[src/tfs_pkg.sv]
// Package of offsets, field positions and reset values for the status bank
package tfs_pkg;
  localparam logic [7:0] TFS_OFF_DUTY    = 8'h4E;
  localparam logic [7:0] TFS_OFF_STAT1   = 8'h4F;
  localparam logic [7:0] TFS_OFF_STAT2   = 8'h50;
  localparam logic [7:0] TFS_OFF_STAT3   = 8'h51;
  localparam logic [7:0] TFS_OFF_MASK1   = 8'h52;
  localparam logic [7:0] TFS_OFF_MASK2   = 8'h53;
  localparam logic [7:0] TFS_OFF_MASK3   = 8'h54;
  localparam logic [7:0] TFS_OFF_DLIMIT  = 8'h55;
  localparam logic [7:0] TFS_OFF_SWRST   = 8'h56;
  localparam logic [7:0] TFS_RST_VAL     = 8'h00;
  localparam logic [7:0] TFS_LIMIT_ZERO  = 8'h00;
  localparam logic [7:0] TFS_SWRST_KEY   = 8'h01;
  // Status 1 fields
  localparam int TFS_S1_LOC_HI  = 7;
  localparam int TFS_S1_LOC_LO  = 6;
  localparam int TFS_S1_R1_HI   = 5;
  localparam int TFS_S1_R1_LO   = 4;
  localparam int TFS_S1_R1_DIO  = 3;
  localparam int TFS_S1_R2_HI   = 2;
  localparam int TFS_S1_R2_LO   = 1;
  localparam int TFS_S1_R2_DIO  = 0;
  // Status 2 fields
  localparam int TFS_S2_LOC_OT  = 7;
  localparam int TFS_S2_R1_OT   = 6;
  localparam int TFS_S2_R2_OT   = 5;
  localparam int TFS_S2_DUTY    = 4;
  localparam int TFS_S2_SEEN    = 3;
  localparam int TFS_S2_DRIVE   = 2;
  localparam logic [7:0] TFS_S2_MASK = 8'hFC;
  // Status 3 fields
  localparam int TFS_S3_FAN1    = 7;
  localparam int TFS_S3_FULL    = 6;
  localparam int TFS_S3_FAN2    = 5;
  localparam int TFS_S3_ALERT   = 0;
  localparam logic [7:0] TFS_S3_MASK = 8'hE1;
endpackage : tfs_pkg

[src/tfs_status_bank.sv]
// Status and duty registers of the thermal and fan monitor
//
// Behaviour
// Duty measure register holds overtemp line percentage
// Status1 bit7 set on local high trip
// Status1 bit6 set on local low trip
// Status1 bits5,4 remote one high, low
// Status1 bits2,1 remote two high, low
// Status1 bits3,0 diode faults per conversion
// Status2 bits7,6,5 overtemp limit trips
// Status2 bit4 set when duty exceeds limit
// Read clears bit4; zero limit with line held low re-sets it
// Status2 bit3 set when line driven externally
// Status2 bit2 set when device drives line
// Status3 bits7,5 fan one, two stalled
// Status3 bit6 while fans forced full
// Status3 bit0 while alert output pulled
// All four registers reset to zero
// Reserved bits read zero; writes ignored
`timescale 1ns/100ps
module tfs_status_bank
  import tfs_pkg::*;
(
  // Clock and reset
  input  wire logic       mclk_in,
  input  wire logic       reset_in,
  // Register port
  input  wire logic [7:0] addr_in,
  input  wire logic [7:0] wdata_in,
  input  wire logic       wr_in,
  input  wire logic       rd_in,
  output logic      [7:0] rdata_out,
  // Event inputs from other clock domains or pins
  input  wire logic [7:0] limit_trip_in,
  input  wire logic [2:0] overtemp_trip_in,
  input  wire logic       overtemp_line_n_in,
  input  wire logic       overtemp_drive_in,
  input  wire logic       duty_over_in,
  input  wire logic [7:0] duty_measure_in,
  input  wire logic       duty_valid_in,
  input  wire logic       fan1_stall_in,
  input  wire logic       fan2_stall_in,
  input  wire logic       full_override_in,
  // Outputs
  output logic      [7:0] overtemp_duty_limit_out,
  output logic            alert_n_out,
  output logic            irq_out
);

  // Two-stage synchronisers for all asynchronous inputs
  localparam int NSYNC = 26;
  // Line pin idles high; reset to idle so no false low follows reset
  localparam logic [NSYNC-1:0] SYNC_IDLE = 26'h0004000;
  logic [NSYNC-1:0] async_w;
  logic [NSYNC-1:0] sync1_r;
  logic [NSYNC-1:0] sync2_r;
  assign async_w = {limit_trip_in, overtemp_trip_in, overtemp_line_n_in,
                    overtemp_drive_in, duty_over_in, duty_measure_in,
                    duty_valid_in, fan1_stall_in, fan2_stall_in,
                    full_override_in};

  generate
    for (genvar i = 0; i < NSYNC; i++)
    begin : g_sync
      always_ff @(posedge mclk_in)
      begin
        if (reset_in)
        begin
          sync1_r[i] <= SYNC_IDLE[i];
          sync2_r[i] <= SYNC_IDLE[i];
        end
        else
        begin
          sync1_r[i] <= async_w[i];
          sync2_r[i] <= sync1_r[i];
        end
      end
    end
  endgenerate

  logic [7:0] s_trip;
  logic [2:0] s_ot;
  logic       s_line_low;
  logic       s_drive;
  logic       s_duty_over;
  logic [7:0] s_duty;
  logic       s_duty_vld;
  logic       s_fan1;
  logic       s_fan2;
  logic       s_full;
  assign {s_trip, s_ot, s_line_low, s_drive, s_duty_over, s_duty,
          s_duty_vld, s_fan1, s_fan2, s_full} =
         {sync2_r[25:18], sync2_r[17:15], ~sync2_r[14], sync2_r[13:0]};

  // Register state
  logic [7:0] duty_r;
  logic [7:0] stat1_r;
  logic [7:0] stat2_r;
  logic [7:0] stat3_r;
  logic [7:0] mask1_r;
  logic [7:0] mask2_r;
  logic [7:0] mask3_r;
  logic [7:0] dlimit_r;
  logic [7:0] stat1_nxt;
  logic [7:0] stat2_nxt;
  logic [7:0] stat3_nxt;
  logic       swrst;
  logic       clr;

  assign swrst = wr_in && addr_in == TFS_OFF_SWRST
                 && wdata_in == TFS_SWRST_KEY;
  assign clr   = reset_in || swrst;

  // Event vectors
  logic [7:0] ev1;
  logic [7:0] ev2;
  logic [7:0] ev3;
  logic       duty_zero_rearm;
  assign duty_zero_rearm = dlimit_r == TFS_LIMIT_ZERO && s_line_low;
  assign ev1 = s_trip;
  always_comb
  begin
    ev2 = 8'h00;
    ev2[TFS_S2_LOC_OT] = s_ot[2];
    ev2[TFS_S2_R1_OT]  = s_ot[1];
    ev2[TFS_S2_R2_OT]  = s_ot[0];
    ev2[TFS_S2_DUTY]   = s_duty_over || duty_zero_rearm;
    ev2[TFS_S2_SEEN]   = s_line_low && !s_drive;
    ev2[TFS_S2_DRIVE]  = s_drive;
  end

  // Sticky status, cleared on read; a new event wins over the clear
  always_comb
  begin
    stat1_nxt = stat1_r;
    stat2_nxt = stat2_r;
    if (rd_in && addr_in == TFS_OFF_STAT1)
      stat1_nxt = 8'h00;
    if (rd_in && addr_in == TFS_OFF_STAT2)
      stat2_nxt = 8'h00;
    stat1_nxt = stat1_nxt | ev1;
    stat2_nxt = (stat2_nxt | ev2) & TFS_S2_MASK;
  end

  // Status 3 latches conditions, cleared on read; a new event wins over the clear
  always_comb
  begin
    ev3 = 8'h00;
    ev3[TFS_S3_FAN1] = s_fan1;
    ev3[TFS_S3_FAN2] = s_fan2;
    ev3[TFS_S3_FULL] = s_full;
    ev3[TFS_S3_ALERT] = !alert_n_out;
    stat3_nxt = stat3_r;
    if (rd_in && addr_in == TFS_OFF_STAT3)
      stat3_nxt = 8'h00;
    stat3_nxt = (stat3_nxt | ev3) & TFS_S3_MASK;
  end

  always_ff @(posedge mclk_in)
  begin
    if (clr)
    begin
      stat1_r <= TFS_RST_VAL;
      stat2_r <= TFS_RST_VAL;
      stat3_r <= TFS_RST_VAL;
    end
    else
    begin
      stat1_r <= stat1_nxt;
      stat2_r <= stat2_nxt;
      stat3_r <= stat3_nxt;
    end
  end

  // Duty measure captured from the measurement engine
  always_ff @(posedge mclk_in)
  begin
    if (clr)
      duty_r <= TFS_RST_VAL;
    else if (s_duty_vld)
      duty_r <= s_duty;
  end

  // Writable mask and limit registers
  always_ff @(posedge mclk_in)
  begin
    if (clr)
    begin
      mask1_r  <= TFS_RST_VAL;
      mask2_r  <= TFS_RST_VAL;
      mask3_r  <= TFS_RST_VAL;
      dlimit_r <= TFS_RST_VAL;
    end
    else if (wr_in)
    begin
      case (addr_in)
        TFS_OFF_MASK1:  mask1_r  <= wdata_in;
        TFS_OFF_MASK2:  mask2_r  <= wdata_in;
        TFS_OFF_MASK3:  mask3_r  <= wdata_in;
        TFS_OFF_DLIMIT: dlimit_r <= wdata_in;
        default:        ;
      endcase
    end
  end

  // Alert and interrupt from unmasked sticky bits except status3 bit0
  logic pend;
  assign pend = |(stat1_r & ~mask1_r) || |(stat2_r & ~mask2_r)
                || |(stat3_r & ~mask3_r & ~TFS_S3_MASK)
                || |(stat3_r[7:1] & ~mask3_r[7:1]);
  always_ff @(posedge mclk_in)
  begin
    if (clr)
    begin
      alert_n_out <= 1'b1;
      irq_out     <= 1'b0;
    end
    else
    begin
      alert_n_out <= !pend;
      irq_out     <= pend;
    end
  end

  always_ff @(posedge mclk_in)
  begin
    if (reset_in)
      overtemp_duty_limit_out <= TFS_RST_VAL;
    else
      overtemp_duty_limit_out <= dlimit_r;
  end

  // Read data, one cycle after the strobe
  always_ff @(posedge mclk_in)
  begin
    if (reset_in)
      rdata_out <= 8'h00;
    else if (rd_in)
    begin
      case (addr_in)
        TFS_OFF_DUTY:   rdata_out <= duty_r;
        TFS_OFF_STAT1:  rdata_out <= stat1_r;
        TFS_OFF_STAT2:  rdata_out <= stat2_r;
        TFS_OFF_STAT3:  rdata_out <= stat3_r;
        TFS_OFF_MASK1:  rdata_out <= mask1_r;
        TFS_OFF_MASK2:  rdata_out <= mask2_r;
        TFS_OFF_MASK3:  rdata_out <= mask3_r;
        TFS_OFF_DLIMIT: rdata_out <= dlimit_r;
        default:        rdata_out <= 8'h00;
      endcase
    end
    else
      rdata_out <= 8'h00;
  end

  // Checks on status 1 flags
  a_stat1_sticky: assert property (@(posedge mclk_in)
    disable iff (clr)
    ev1 != 8'h00 |=> (stat1_r & $past(ev1)) == $past(ev1))
    else $error("status1 event lost");
  a_loc_high: assert property (@(posedge mclk_in)
    disable iff (clr)
    s_trip[TFS_S1_LOC_HI] |=> stat1_r[TFS_S1_LOC_HI])
    else $error("local high flag missing");
  a_loc_low: assert property (@(posedge mclk_in)
    disable iff (clr)
    s_trip[TFS_S1_LOC_LO] |=> stat1_r[TFS_S1_LOC_LO])
    else $error("local low flag missing");
  a_rem1_high: assert property (@(posedge mclk_in)
    disable iff (clr)
    s_trip[TFS_S1_R1_HI] |=> stat1_r[TFS_S1_R1_HI])
    else $error("remote one high flag missing");
  a_rem2_high: assert property (@(posedge mclk_in)
    disable iff (clr)
    s_trip[TFS_S1_R2_HI] |=> stat1_r[TFS_S1_R2_HI])
    else $error("remote two high flag missing");
  a_rem1_diode: assert property (@(posedge mclk_in)
    disable iff (clr)
    s_trip[TFS_S1_R1_DIO] |=> stat1_r[TFS_S1_R1_DIO])
    else $error("remote one diode flag missing");
  a_read_clears: assert property (@(posedge mclk_in)
    disable iff (clr)
    rd_in && addr_in == TFS_OFF_STAT1 && ev1 == 8'h00 |=> stat1_r == 8'h00)
    else $error("status1 not cleared on read");

  // Checks on status 2 flags
  a_stat2_resv: assert property (@(posedge mclk_in)
    disable iff (reset_in)
    stat2_r[1:0] == 2'b00)
    else $error("status2 reserved bits set");
  a_ot_local: assert property (@(posedge mclk_in)
    disable iff (clr)
    s_ot[2] |=> stat2_r[TFS_S2_LOC_OT])
    else $error("local overtemp flag missing");
  a_ot_rem1: assert property (@(posedge mclk_in)
    disable iff (clr)
    s_ot[1] |=> stat2_r[TFS_S2_R1_OT])
    else $error("remote one overtemp flag missing");
  a_ot_rem2: assert property (@(posedge mclk_in)
    disable iff (clr)
    s_ot[0] |=> stat2_r[TFS_S2_R2_OT])
    else $error("remote two overtemp flag missing");
  a_duty_over: assert property (@(posedge mclk_in)
    disable iff (clr)
    s_duty_over |=> stat2_r[TFS_S2_DUTY])
    else $error("duty over flag missing");
  a_duty_rearm: assert property (@(posedge mclk_in)
    disable iff (clr)
    duty_zero_rearm |=> stat2_r[TFS_S2_DUTY])
    else $error("duty flag not re-set");
  a_stat2_clear: assert property (@(posedge mclk_in)
    disable iff (clr)
    rd_in && addr_in == TFS_OFF_STAT2 && ev2 == 8'h00 |=> stat2_r == 8'h00)
    else $error("status2 not cleared on read");
  a_input_seen: assert property (@(posedge mclk_in)
    disable iff (clr)
    s_line_low && !s_drive |=> stat2_r[TFS_S2_SEEN])
    else $error("input seen flag missing");
  a_drive_flag: assert property (@(posedge mclk_in)
    disable iff (clr)
    s_drive |=> stat2_r[TFS_S2_DRIVE])
    else $error("drive flag missing");

  // Checks on status 3 flags
  a_stat3_resv: assert property (@(posedge mclk_in)
    disable iff (reset_in)
    stat3_r[4:1] == 4'h0)
    else $error("status3 reserved bits set");
  a_fan_stall: assert property (@(posedge mclk_in)
    disable iff (clr)
    s_fan1 |=> stat3_r[TFS_S3_FAN1])
    else $error("fan stall flag missing");
  a_fan2_stall: assert property (@(posedge mclk_in)
    disable iff (clr)
    s_fan2 |=> stat3_r[TFS_S3_FAN2])
    else $error("fan two stall flag missing");
  a_full_speed: assert property (@(posedge mclk_in)
    disable iff (clr)
    s_full |=> stat3_r[TFS_S3_FULL])
    else $error("full speed flag missing");
  a_alert_flag: assert property (@(posedge mclk_in)
    disable iff (clr)
    !alert_n_out |=> stat3_r[TFS_S3_ALERT])
    else $error("alert flag missing");
  a_alert_level: assert property (@(posedge mclk_in)
    disable iff (clr)
    |(stat1_r & ~mask1_r) |=> !alert_n_out)
    else $error("alert not pulled for pending status");
  a_stat3_clear: assert property (@(posedge mclk_in)
    disable iff (clr)
    rd_in && addr_in == TFS_OFF_STAT3 && ev3 == 8'h00 |=> stat3_r == 8'h00)
    else $error("status3 not cleared on read");

  // Checks on duty, reset and read port
  a_duty_load: assert property (@(posedge mclk_in)
    disable iff (clr)
    s_duty_vld |=> duty_r == $past(s_duty))
    else $error("duty not loaded");
  a_ro_write: assert property (@(posedge mclk_in)
    disable iff (clr)
    wr_in && addr_in == TFS_OFF_DUTY && !s_duty_vld
    |=> duty_r == $past(duty_r))
    else $error("read-only duty register written");
  a_reset_zero: assert property (@(posedge mclk_in)
    !clr && $past(clr) |-> stat1_r == 8'h00 && stat2_r == 8'h00
    && stat3_r == 8'h00 && duty_r == 8'h00)
    else $error("registers not zero after reset");
  a_swrst_clear: assert property (@(posedge mclk_in)
    swrst |=> duty_r == 8'h00 && stat1_r == 8'h00 && mask1_r == 8'h00
    && dlimit_r == 8'h00)
    else $error("soft reset left state");
  a_rdata_idle: assert property (@(posedge mclk_in)
    !rd_in |=> rdata_out == 8'h00)
    else $error("read data outside read cycle");
  a_limit_copy: assert property (@(posedge mclk_in)
    !reset_in |=> overtemp_duty_limit_out == $past(dlimit_r))
    else $error("duty limit output stale");

  // Main scenarios
  c_alert: cover property (@(posedge mclk_in) !alert_n_out);
  c_rearm: cover property (@(posedge mclk_in)
    rd_in && addr_in == TFS_OFF_STAT2 && duty_zero_rearm);
  c_swrst: cover property (@(posedge mclk_in) swrst);
  c_duty_over: cover property (@(posedge mclk_in)
    s_duty_over && !duty_zero_rearm);
  c_full_speed: cover property (@(posedge mclk_in) s_full);

endmodule : tfs_status_bank

[config.mk]
export PLATFORM = sky130hd
export DESIGN_NAME = tfs_status_bank
export DESIGN_NICKNAME = d
export VERILOG_FILES = /design/src/tfs_pkg.sv /design/src/tfs_status_bank.sv
export SDC_FILE = /design/constraint.sdc
export NUM_CORES = 1
export LEC_CHECK = 0
export ABC_AREA = 1
export BUFFER_PORTS_ARGS = -buffer_cell sky130_fd_sc_hd__buf_4
export CORE_AREA = 2 2 143 145
export CTS_CLUSTER_DIAMETER = 120
export DETAILED_ROUTE_END_ITERATION = 6
export DIE_AREA = 0 0 145 147
export PLACE_DENSITY = 0.48
export SLEW_MARGIN = 0
export SYNTH_ARGS = -nofsm -noshare
export SYNTH_HDL_FRONTEND = slang
export SYNTH_SLANG_ARGS = --single-unit
[constraint.sdc]
create_clock -name mclk_in -period 1.5 [get_ports mclk_in]
set_input_delay 0 -clock mclk_in [delete_from_list [all_inputs] [get_ports mclk_in]]
set_output_delay 0 -clock mclk_in [all_outputs]
set_load 0.1 [all_outputs]
==> flow_summary.json <==
{
  "overflow": 0,
  "setup_violations": 0,
  "place_inst": 974,
  "startpoint_type": "primary input",
  "synthToLayoutAreaGrowth_pct": 35.2,
  "ys_seq_elements": 128,
  "crit_fanout": 31,
  "synth.top_cell.area_share_pct": 52.8,
  "crit_required_ns": 1.80,
  "finClkSkew_ns": 0.00841,
  "cts.repair.resized": 0,
  "crit_slowest_cell": "dlygate4sd3_1",
  "gp_congestion": 0.866,
  "io_buffers": 63,
  "drtIter0Drc": 260,
  "yosys_warnings": 0,
  "holdBufCountCts": 34,
  "ys_seq_area_share_pct": 52.8,
  "totalWireLength_mm": 13.1,
  "status": "complete, no violations",
  "end_kind": "flip-flop",
  "vias": 4241,
  "maxCapViolations": 0,
  "fmax_mhz": 771,
  "pre_cts_ws_ns": 0.0675,
  "start_util_pct": 24.5,
  "die_w_um": 145,
  "antenna_found_initial": 0,
  "core_mm2": 0.0198,
  "detail-route-antenna-nets": 0,
  "synth_edf_count": 0,
  "wl_met2_mm": 5.96,
  "die_area_mm2": 0.0213,
  "cts.sinks": 128,
  "crit_type": "in -> reg",
  "clock_latency_ns": 0.41,
  "dpl.hpwl_mm": 9.59,
  "syn_inst": 646,
  "worst_slack_ns": 0.203,
  "async_reset_ff_share_pct": 0,
  "period_share_pct": 86.5,
  "io_pins": 64,
  "avgSynthCellArea_um2": 7.52,
  "critPathMaxStageDelay_ns": 0.54,
  "post_cts_buffers": 0,
  "cp.arrival_ns": 1.60,
  "rsz0062_at_grt": "no",
  "cts_tree": "yes",
  "viasPerCell": 4.08,
  "yosys_most_used_dff": "dfxtp_1",
  "cts-root-buf": "clkbuf_16",
  "synthTopCellsByCount": "130 x nand2_1, 128 x dfxtp_1, 107 x nor2_1, 88 x inv_1, 63 x a21oi_1",
  "syn-cell-area_mm2": 0.00486,
  "ys_top_cells_by_area": "dfxtp_1 53%, nand2_1 10%, nor2_1 8.3%, inv_1 6.8%, a21oi_1 6.5%",
  "wl_met3_um": 550,
  "numCtsBuffers": 17,
  "power_leakage_nw": 2.78,
  "synth_area_leader_cell": "dfxtp_1",
  "routed.top_layer": "met4",
  "power_density_mw_per_mm2": 1180,
  "wl_met1_mm": 6.38,
  "detail_route.wl_per_cell_um": 12.6,
  "ir_drop_mv": 0.856,
  "grt_pass1_wl_mm": 21.5,
  "worst_pin_slew_ns": 0.441,
  "layout-drive-gt1-share_pct": 18.1,
  "die_h_um": 147,
  "fin_crit_ns": 1.30,
  "h-tree-depth": 4,
  "synth.net_count": 692,
  "yosysUniqueCellTypes": 25,
  "slew_violations": 0,
  "n_antenna_cell": 0,
  "grt_max_degree": 61,
  "slew_headroom_pct": 70.6,
  "clockBufferDepth": 2,
  "grt_pass1_vias": 4040,
  "nets": 803,
  "firstDrtPassIters": 5,
  "hold_path.class": "in -> reg",
  "grt_use_total_pct": 13.0,
  "path_cells": "dlygate4sd3_1 > buf_4 > nor3_1 > nand3b_1 > nand2_2 > buf_12 > a21oi_1",
  "final_cells": 1040,
  "synth_most_common_cell": "nand2_1",
  "path_clk_slew_ns": 0.06,
  "rows": 52,
  "hold_viol_final": 0,
  "timing.setup.tns_ns": 0,
  "drc": 0
}
==> cell type report <==
| class | count | area, um2 |
|---|---|---|
| Fill cell | 2162 | 13300 |
| Sequential cell | 128 | 2560 |
| Multi-Input combinational cell | 401 | 1820 |
| Timing Repair Buffer | 111 | 956 |
| Clock buffer | 20 | 437 |
| Inverter | 98 | 368 |
| Tap cell | 270 | 338 |
| Clock inverter | 12 | 86.3 |
==> sequential cells by signal, summed over array words and instances (netlist names), 3 cells and up <==
register,flops
duty_r,8
stat1_r,8
ev1,8
mask2_r,8
sync1_r,26
mask1_r,8
rdata_out,8
dlimit_r,8
s_duty,8
overtemp_duty_limit_out,8
stat3_r,4
mask3_r,8
stat2_r,6
ev2,3
==> final timing paths <==
check,start,endpoint,slack (ns),cells after the start
worst max register to register,mask1_r[4],irq_out,0.33,7
worst max-delay path,wdata_in[1],mask1_r[2],0.20,7
worst min-delay path,rd_in,rdata_out[6],0.03,3
worst min register to register,sync1_r[6],s_duty[2],0.40,2
==> routing by layer <==
metal  GRT usage (%)  vias up
met4            5.45        0
met1            16.4     1911
li1                -     2225
met5               0        -
met3            3.60       14
met2            20.9       91
==> power breakdown <==
part | switching [mW] | leakage (nW) | total [mW] | internal, mW
clock | 1.52 | 0.251 | 3.63 | 2.11
sequential | 0.0496 | 1.05 | 3.55 | 3.50
combinational | 0.309 | 1.48 | 0.558 | 0.249
total | 1.88 | 2.78 | 7.74 | 5.87
==> critical path, delay by kind of cell <==
family	cells	cell delay, ns
AND/OR/NAND/NOR	3	0.60
AO/OA/AOI/OAI	1	0.06
buffers and inverters	3	0.91
==> cells by family after synthesis <==
| logic type | count (synthesis) | synth area share (%) |
|---|---|---|
| buf+inv | 117 | 9.82 |
| compound gates | 74 | 7.76 |
| flops | 128 | 52.8 |
| simple gates | 327 | 29.7 |
==> per-stage QoR <==
stage          total power [mW]  utilization (%)  hold slack (ns)  area [um2]
2_1_floorplan              3.89                -            0.104        4860
3_3_place_gp               4.12             28.7            0.192        5700
3_5_place_dp               4.12             28.7            0.192        5700
4_1_cts                    7.88             33.1          0.00210        6560
5_1_grt                    8.11             33.1           0.0409        6560
6_report                   7.74             33.1           0.0267        6560
==> layout by cell type (no fill, tap or decap), drive strengths merged, types with 2 or more instances in the layout <==
cell type	count
inv	101
dlygate4sd3	34
nand2	139
nand3	56
o22ai	3
clkinv	6
o21ai	7
clkinvlp	3
clkbuf	20
nor3	6
nor2	119
buf	77
or2	2
dfxtp	128
nand4	3
a21oi	63
Power figures use the tool's default switching activity.
